===== config.mk =====
export PLATFORM = sky130hd
export DESIGN_NAME = octal_dac_serial_chain_port
export DESIGN_NICKNAME = d
export VERILOG_FILES = /design/src/rtl/dac_chain_pkg.sv /design/src/rtl/octal_dac_serial_chain_port.sv
export SDC_FILE = /design/constraint.sdc
export NUM_CORES = 1
export LEC_CHECK = 0
export CORE_MARGIN = 3
export CORE_UTILIZATION = 40
export DETAILED_ROUTE_END_ITERATION = 8
export DONT_BUFFER_PORTS = 1
export PLACE_DENSITY = 0.51
export SKIP_LAST_GASP = 1
export SLEW_MARGIN = 25
export SYNTH_ARGS = -nofsm -noshare
export SYNTH_HDL_FRONTEND = slang
export SYNTH_SLANG_ARGS = --single-unit

===== constraint.sdc =====
create_clock -name mclk_i -period 5.63 [get_ports mclk_i]
set_input_delay 0 -clock mclk_i [delete_from_list [all_inputs] [get_ports mclk_i]]
set_output_delay 0 -clock mclk_i [all_outputs]
set_load 0.1 [all_outputs]

===== src/rtl/dac_chain_pkg.sv =====
// Shared constants and command word layout for the serial chain port
package dac_chain_pkg;
    localparam int WORD_BITS = 16;
    localparam int ADDR_MSB = 13;
    localparam int ADDR_LSB = 11;
    localparam int CTRL_MSB = 10;
    localparam int CTRL_LSB = 8;
    localparam int DATA_MSB = 7;
    localparam int DATA_LSB = 0;
    localparam int FIFO_DEPTH = 16;
    localparam int CODE_STEPS = 256;
    localparam logic [2:0] CTRL_PASS_THROUGH = 3'h0;
    localparam logic [2:0] CTRL_SET_PHASE = 3'h3;
    localparam logic PHASE_FALLING = 1'h0;
    localparam logic PHASE_RISING = 1'h1;
    localparam logic DOUT_RESET = 1'h0;
    localparam logic [15:0] SHIFT_RESET = 16'h0000;

    typedef struct packed {
        logic [2:0] addr;
        logic [2:0] ctrl;
        logic [7:0] channel_code;
    } cmd_word_t;

    typedef struct packed {
        logic sclk;
        logic cs_n;
        logic din;
    } serial_pins_t;

    localparam serial_pins_t PINS_IDLE = '{sclk: 1'h0, cs_n: 1'h1, din: 1'h0};
endpackage : dac_chain_pkg


===== src/rtl/octal_dac_serial_chain_port.sv =====
// Serial chain port of an eight-channel converter with command FIFO
`timescale 1ns/10ps

// First-word-fall-through queue: the head is visible whenever out_valid_o is high
module cmd_fifo #(
    parameter int WIDTH = 14,
    parameter int DEPTH = 16
) (
    input wire logic mclk_i,
    input wire logic arst_n_i,
    input wire logic [WIDTH-1:0] in_data_i,
    input wire logic in_valid_i,
    output logic in_ready_o,
    output logic [WIDTH-1:0] out_data_o,
    output logic out_valid_o,
    input wire logic out_ready_i
);
    localparam int AW = $clog2(DEPTH);
    logic [WIDTH-1:0] mem [DEPTH];
    logic [AW-1:0] wr_ptr;
    logic [AW-1:0] rd_ptr;
    logic [AW:0] count;
    logic push;
    logic pop;

    assign in_ready_o = (count != (AW+1)'(DEPTH));
    assign out_valid_o = (count != '0);
    assign push = in_valid_i && in_ready_o;
    assign pop = out_valid_o && out_ready_i;
    assign out_data_o = mem[rd_ptr];

    // Storage has no reset: only entries behind the count are ever read
    always_ff @(posedge mclk_i) begin
        if (push) begin
            mem[wr_ptr] <= in_data_i;
        end
    end

    always_ff @(posedge mclk_i or negedge arst_n_i) begin
        if (!arst_n_i) begin
            wr_ptr <= '0;
            rd_ptr <= '0;
            count <= '0;
        end else begin
            if (push) begin
                wr_ptr <= (wr_ptr == AW'(DEPTH - 1)) ? '0 : wr_ptr + 1'h1;
            end
            if (pop) begin
                rd_ptr <= (rd_ptr == AW'(DEPTH - 1)) ? '0 : rd_ptr + 1'h1;
            end
            count <= count + (AW+1)'(push) - (AW+1)'(pop);
        end
    end
endmodule : cmd_fifo

////////////////////////////////////////////////////////////////////////////////

module octal_dac_serial_chain_port
    import dac_chain_pkg::*;
#(
    parameter int DEPTH = FIFO_DEPTH
) (
    input wire logic mclk_i,
    input wire logic arst_n_i,
    input wire logic sclk_i,
    input wire logic cs_n_i,
    input wire logic din_i,
    output logic dout_o,
    output cmd_word_t cmd_o,
    output logic cmd_valid_o,
    input wire logic cmd_ready_i,
    output logic word_lost_o,
    output logic phase_rising_o
);
    serial_pins_t sync1;
    serial_pins_t sync2;
    serial_pins_t sync3;
    serial_pins_t pins;
    logic [WORD_BITS-1:0] shift;
    logic phase;
    logic sclk_rise;
    logic sclk_fall;
    logic cs_rise;
    logic [2:0] ctrl;
    logic commit;
    logic fifo_ready;
    logic [13:0] fifo_out;

    // True when stages two and three agree on a level that the filtered copy
    // does not hold yet; used for every pin edge so all edges share one rule
    function automatic logic settles_to(
        input logic stage2,
        input logic stage3,
        input logic filtered,
        input logic level
    );
        return (stage2 == level) && (stage3 == level) && (filtered != level);
    endfunction : settles_to

    ////////////////////////////////////////////////////////////////////////////
    // Three-stage pin synchroniser; reset to the idle pin levels
    // so that no false clock or select edge follows reset
    always_ff @(posedge mclk_i or negedge arst_n_i) begin
        if (!arst_n_i) begin
            sync1 <= PINS_IDLE;
            sync2 <= PINS_IDLE;
            sync3 <= PINS_IDLE;
        end else begin
            sync1 <= '{sclk: sclk_i, cs_n: cs_n_i, din: din_i};
            sync2 <= sync1;
            sync3 <= sync2;
        end
    end

    // Filtered pin levels: a change counts only once stages two and three agree,
    // so a pin caught mid-transition cannot yield a double edge
    always_ff @(posedge mclk_i or negedge arst_n_i) begin
        if (!arst_n_i) begin
            pins <= PINS_IDLE;
        end else begin
            if (sync2.sclk == sync3.sclk) begin
                pins.sclk <= sync3.sclk;
            end
            if (sync2.cs_n == sync3.cs_n) begin
                pins.cs_n <= sync3.cs_n;
            end
            if (sync2.din == sync3.din) begin
                pins.din <= sync3.din;
            end
        end
    end

    // Clock edges are ignored while select is high
    assign sclk_rise = settles_to(sync2.sclk, sync3.sclk, pins.sclk, 1'h1) && !pins.cs_n;
    assign sclk_fall = settles_to(sync2.sclk, sync3.sclk, pins.sclk, 1'h0) && !pins.cs_n;
    assign cs_rise = settles_to(sync2.cs_n, sync3.cs_n, pins.cs_n, 1'h1);

    ////////////////////////////////////////////////////////////////////////////
    // Shift register, MSB first
    // Only the last sixteen bits before the select rise count; earlier ones fall out
    always_ff @(posedge mclk_i or negedge arst_n_i) begin
        if (!arst_n_i) begin
            shift <= SHIFT_RESET;
        end else if (sclk_rise) begin
            shift <= {shift[WORD_BITS-2:0], pins.din};
        end
    end

    // Output timing: falling mode shows the top bit half a cycle after the shift that brings it there
    // Rising mode takes the bit one stage early, so it leaves with the shift itself
    // A phase change takes effect from the next frame, as it only happens on a select rise
    always_ff @(posedge mclk_i or negedge arst_n_i) begin
        if (!arst_n_i) begin
            dout_o <= DOUT_RESET;
        end else if (phase == PHASE_FALLING && sclk_fall) begin
            dout_o <= shift[WORD_BITS-1];
        end else if (phase == PHASE_RISING && sclk_rise) begin
            dout_o <= shift[WORD_BITS-2];
        end
        // Held otherwise, including whenever select is high
    end

    ////////////////////////////////////////////////////////////////////////////
    // Commit on select rise
    // Select edge comes from the filtered copy, so a select caught mid-transition commits once
    assign ctrl = shift[CTRL_MSB:CTRL_LSB];
    assign commit = cs_rise && (ctrl != CTRL_PASS_THROUGH);

    // Phase words are queued as well: their load action still reaches the consumer
    always_ff @(posedge mclk_i or negedge arst_n_i) begin
        if (!arst_n_i) begin
            phase <= PHASE_FALLING;
        end else if (cs_rise && ctrl == CTRL_SET_PHASE) begin
            phase <= shift[ADDR_MSB] ? PHASE_RISING : PHASE_FALLING;
        end
    end

    // A word arriving with the queue full cannot stall the host, so it is flagged
    // The newest word is the one dropped; the consumer must keep up to avoid it
    always_ff @(posedge mclk_i or negedge arst_n_i) begin
        if (!arst_n_i) begin
            word_lost_o <= 1'h0;
        end else begin
            word_lost_o <= commit && !fifo_ready;
        end
    end

    // Channel code passes unchanged: straight binary, code over 256 of reference
    // Queue holds the word less its two don't-care bits
    cmd_fifo #(
        .WIDTH(14),
        .DEPTH(DEPTH)
    ) u_fifo (
        .mclk_i(mclk_i),
        .arst_n_i(arst_n_i),
        .in_data_i(shift[ADDR_MSB:DATA_LSB]),
        .in_valid_i(commit),
        .in_ready_o(fifo_ready),
        .out_data_o(fifo_out),
        .out_valid_o(cmd_valid_o),
        .out_ready_i(cmd_ready_i)
    );

    assign cmd_o = cmd_word_t'(fifo_out);
    // Phase is exported so the consumer knows which output timing is in force
    assign phase_rising_o = phase;
endmodule : octal_dac_serial_chain_port


==> impl_metrics.env <==
export IMPL_status="finished, final reports clean"
export IMPL_cts_sinks=268
export IMPL_maxCapViolCount=0
export IMPL_wirelength_um=22800
export IMPL_cellPowerDensity_mw_per_mm2=497
export IMPL_final_layout_size_suffix_gt1_share_pct=18.1
export IMPL_worstPathArrival_ns=3.65
export IMPL_relSlewSlack_pct=29.0
export IMPL_synth_cells=566
export IMPL_area_growth_synth_to_final_pct=11.9
export IMPL_clock_latency_ns=0.52
export IMPL_cts_root_buf="clkbuf_16"
export IMPL_critPathBufInv=1
export IMPL_setup_viol=0
export IMPL_clock_fmax_mhz=274
export IMPL_cts_setup_buffers=0
export IMPL_p_leak_uw=0.00420
export IMPL_hold_class="primary input to flop"
export IMPL_synth_area_top_cells="edfxtp_1 (64%), dfrtp_1 (9.5%), mux4_2 (6.0%)"
export IMPL_gr_total_overflow=0
export IMPL_clockBufferDepth=3
export IMPL_cp_slowest_cell="dfrtp_1"
export IMPL_diodes=0
export IMPL_endpoint_kind="output pin"
export IMPL_fin_nets=608
export IMPL_period_share_pct=64.8
export IMPL_hold_violations=0
export IMPL_peakVddDrop_mv=0.215
export IMPL_syn_nets=587
export IMPL_rsz0062_at_grt="false"
export IMPL_port_buffers=0
export IMPL_final_setup_skew_ns=0.0118
export IMPL_grt_max_degree=43
export IMPL_cts_resized=0
export IMPL_wl_per_cell_um=24.4
export IMPL_worstPathCellList="inv_1, a221oi_1, o21ai_0, nand2_1"
export IMPL_grt_pass1_vias=5324
export IMPL_clk_pin_slew_worst_paths_ns=0.06
export IMPL_rows=58
export IMPL_cts_inserted_buffers=27
export IMPL_fin_crit_ns=3.65
export IMPL_synth_edf_count=224
export IMPL_synth_ff_type="edfxtp_1"
export IMPL_ys_seq_elements=268
export IMPL_yosys_top_cells_count="edfxtp_1 (224), mux2i_1 (57), dfrtp_1 (40)"
export IMPL_synth_area_leader_cell="edfxtp_1"
export IMPL_critPathLaunchType="flop"
export IMPL_place_ws_ns=2.53
export IMPL_timing_setup_tns_ns=0
export IMPL_required_ns=5.63
export IMPL_grt_use_total_pct=16.2
export IMPL_drtIter0Drc=462
export IMPL_critical_path_class="flop to output pin"
export IMPL_path_max_fanout=18
export IMPL_firstDrtPassIters=5
export IMPL_avgSynthCellArea_um2=18.7
export IMPL_yosys_cell_types_count=40
export IMPL_drc=0
export IMPL_drt_antenna_violating_nets=0
export IMPL_power_uw=5880
export IMPL_synthesis_area_mm2=0.0106
export IMPL_crit_family="flip-flops"
export IMPL_io_pins=24
export IMPL_gp_congestion=0.714
export IMPL_htreeDepth=1
export IMPL_setup_slack_ns=1.98
export IMPL_synth_seq_area_share_pct=74.2
export IMPL_yosysWarnings=0
export IMPL_vias=5179
export IMPL_antenna_found_initial=0
export IMPL_synth_top_area_share_pct=63.7
export IMPL_n_fill_cell=2203
export IMPL_yosysMostFrequentCell="edfxtp_1"
export IMPL_die_h_um=168
export IMPL_core_area_mm2=0.0255
export IMPL_drv_slew=0
export IMPL_worst_pin_slew_ns=1.06
export IMPL_initial_core_util_pct=41.3
export IMPL_dieArea_mm2=0.0284
export IMPL_die_w_um=168
export IMPL_cts_tree="done"
export IMPL_critPathMaxStageDelay_ns=1.04
export IMPL_fin_util_pct=46.3
export IMPL_place_hpwl_um=12500
export IMPL_via_per_inst=5.53
export IMPL_async_reset_ff_share_pct=16.4
export IMPL_grt_first_pass_wirelength_um=34400
metrics by stage:
step / cells / hold WS (ns) / area [um2]
after floorplan: 566 / -0.296 / 10600
after global placement: 879 / -0.294 / 10900
after detailed placement: 879 / -0.294 / 10900
after CTS: 937 / 0.0109 / 11800
after global routing: 937 / 0.0171 / 11800
final: 937 / 0.0359 / 11800
placed cells by master (no fill, tap or decap), drive strengths merged:
| master | instances |
|---|---|
| a22oi | 14 |
| nor2b | 3 |
| xor2 | 2 |
| nand3 | 4 |
| bufinv | 1 |
| nand4bb | 1 |
| and2 | 10 |
| a32o | 1 |
| nor4bb | 1 |
| mux4 | 28 |
| nand2 | 21 |
| o311a | 1 |
| o211ai | 1 |
| clkbuf | 36 |
| a221oi | 28 |
| nand3b | 1 |
| and3 | 5 |
| o31ai | 2 |
| dfrtp | 40 |
| nor3b | 2 |
| fa | 1 |
| buf | 11 |
| clkinv | 12 |
| mux2 | 20 |
| inv | 15 |
| ha | 14 |
| a21oi | 3 |
| edfxtp | 224 |
| a21o | 1 |
| xnor2 | 4 |
| dfstp | 4 |
| nor2 | 9 |
| or4b | 1 |
| a31oi | 1 |
| o21ai | 19 |
| mux2i | 57 |
| maj3 | 1 |
| dlygate4sd3 | 8 |
cell families after synthesis:
kind of cell | Yosys count | synth area share, %
buffers and inverters | 42 | 1.98
AO/OA/AOI/OAI | 71 | 4.89
XOR/XNOR | 6 | 0.498
adder cells (fa/ha/maj) | 16 | 1.94
multiplexers | 105 | 13.6
flip-flops | 268 | 74.2
AND/OR/NAND/NOR | 58 | 2.94
worst register-to-register path, stage by stage (launching register included):
cell,delay [ns]
dfrtp_1,0.39
inv_1,0.08
ha_1,0.16
or4b_4,0.65
and2_4,0.26
ha_1,0.27
inv_1,0.04
ha_1,0.20
fa_1,0.43
a21oi_1,0.14
nor2_1,0.05
nor2_1,0.11
xnor2_1,0.13
per-layer routing:
metal	share of wire, %	track usage, %	routed length, um	vias up
li1	-	-	-	2311
met1	45	23.7	10300	2714
met2	48	26.0	11000	126
met3	5.0	2.52	1150	28
met4	1.5	3.52	338	0
met5	0	0	0	-
what timing repair did:
action	CTS	global route
hold buffers	9	0
hold endpoints to repair	51	0
setup endpoints to repair	0	0
final cells by class:
| type | count | area, um2 | area share, % |
|---|---|---|---|
| Tap cell | 330 | 413 | 3.49 |
| Timing Repair Buffer | 19 | 183 | 1.55 |
| Sequential cell | 268 | 7840 | 66.3 |
| Multi-Input combinational cell | 256 | 2530 | 21.4 |
| Clock buffer | 36 | 719 | 6.09 |
| Clock inverter | 13 | 85.1 | 0.720 |
| Inverter | 15 | 56.3 | 0.476 |
registers in the layout, summed over array words and instances, names as in the netlist:
register / flops
phase_rising_o: 1
shift: 16
dout_o: 1
sync3: 3
u_fifo.mem: 224
u_fifo.count: 5
word_lost_o: 1
u_fifo.rd_ptr: 4
pins: 3
sync1: 3
u_fifo.wr_ptr: 4
sync2: 3
power by group:
group | switching [uW] | total, uW | internal [uW]
clock network | 709 | 1650 | 938
logic | 1200 | 1670 | 477
registers | 251 | 2560 | 2300
total | 2160 | 5880 | 3720
final timing paths:
kind,depth (start not counted),to,from,slack [ns]
min in group asynchronous,3,u_fifo.wr_ptr[1],arst_n_i,0.54
hold / removal,1,sync1[0],din_i,0.04
hold reg to reg,0,sync2[1],sync1[1],0.36
max in group asynchronous,4,shift[2],arst_n_i,4.24
setup / recovery,4,cmd_o[13],u_fifo.rd_ptr[3],1.98
setup reg to reg,12,u_fifo.count[4],u_fifo.count[2],2.64
Power figures use the tool's default switching activity.
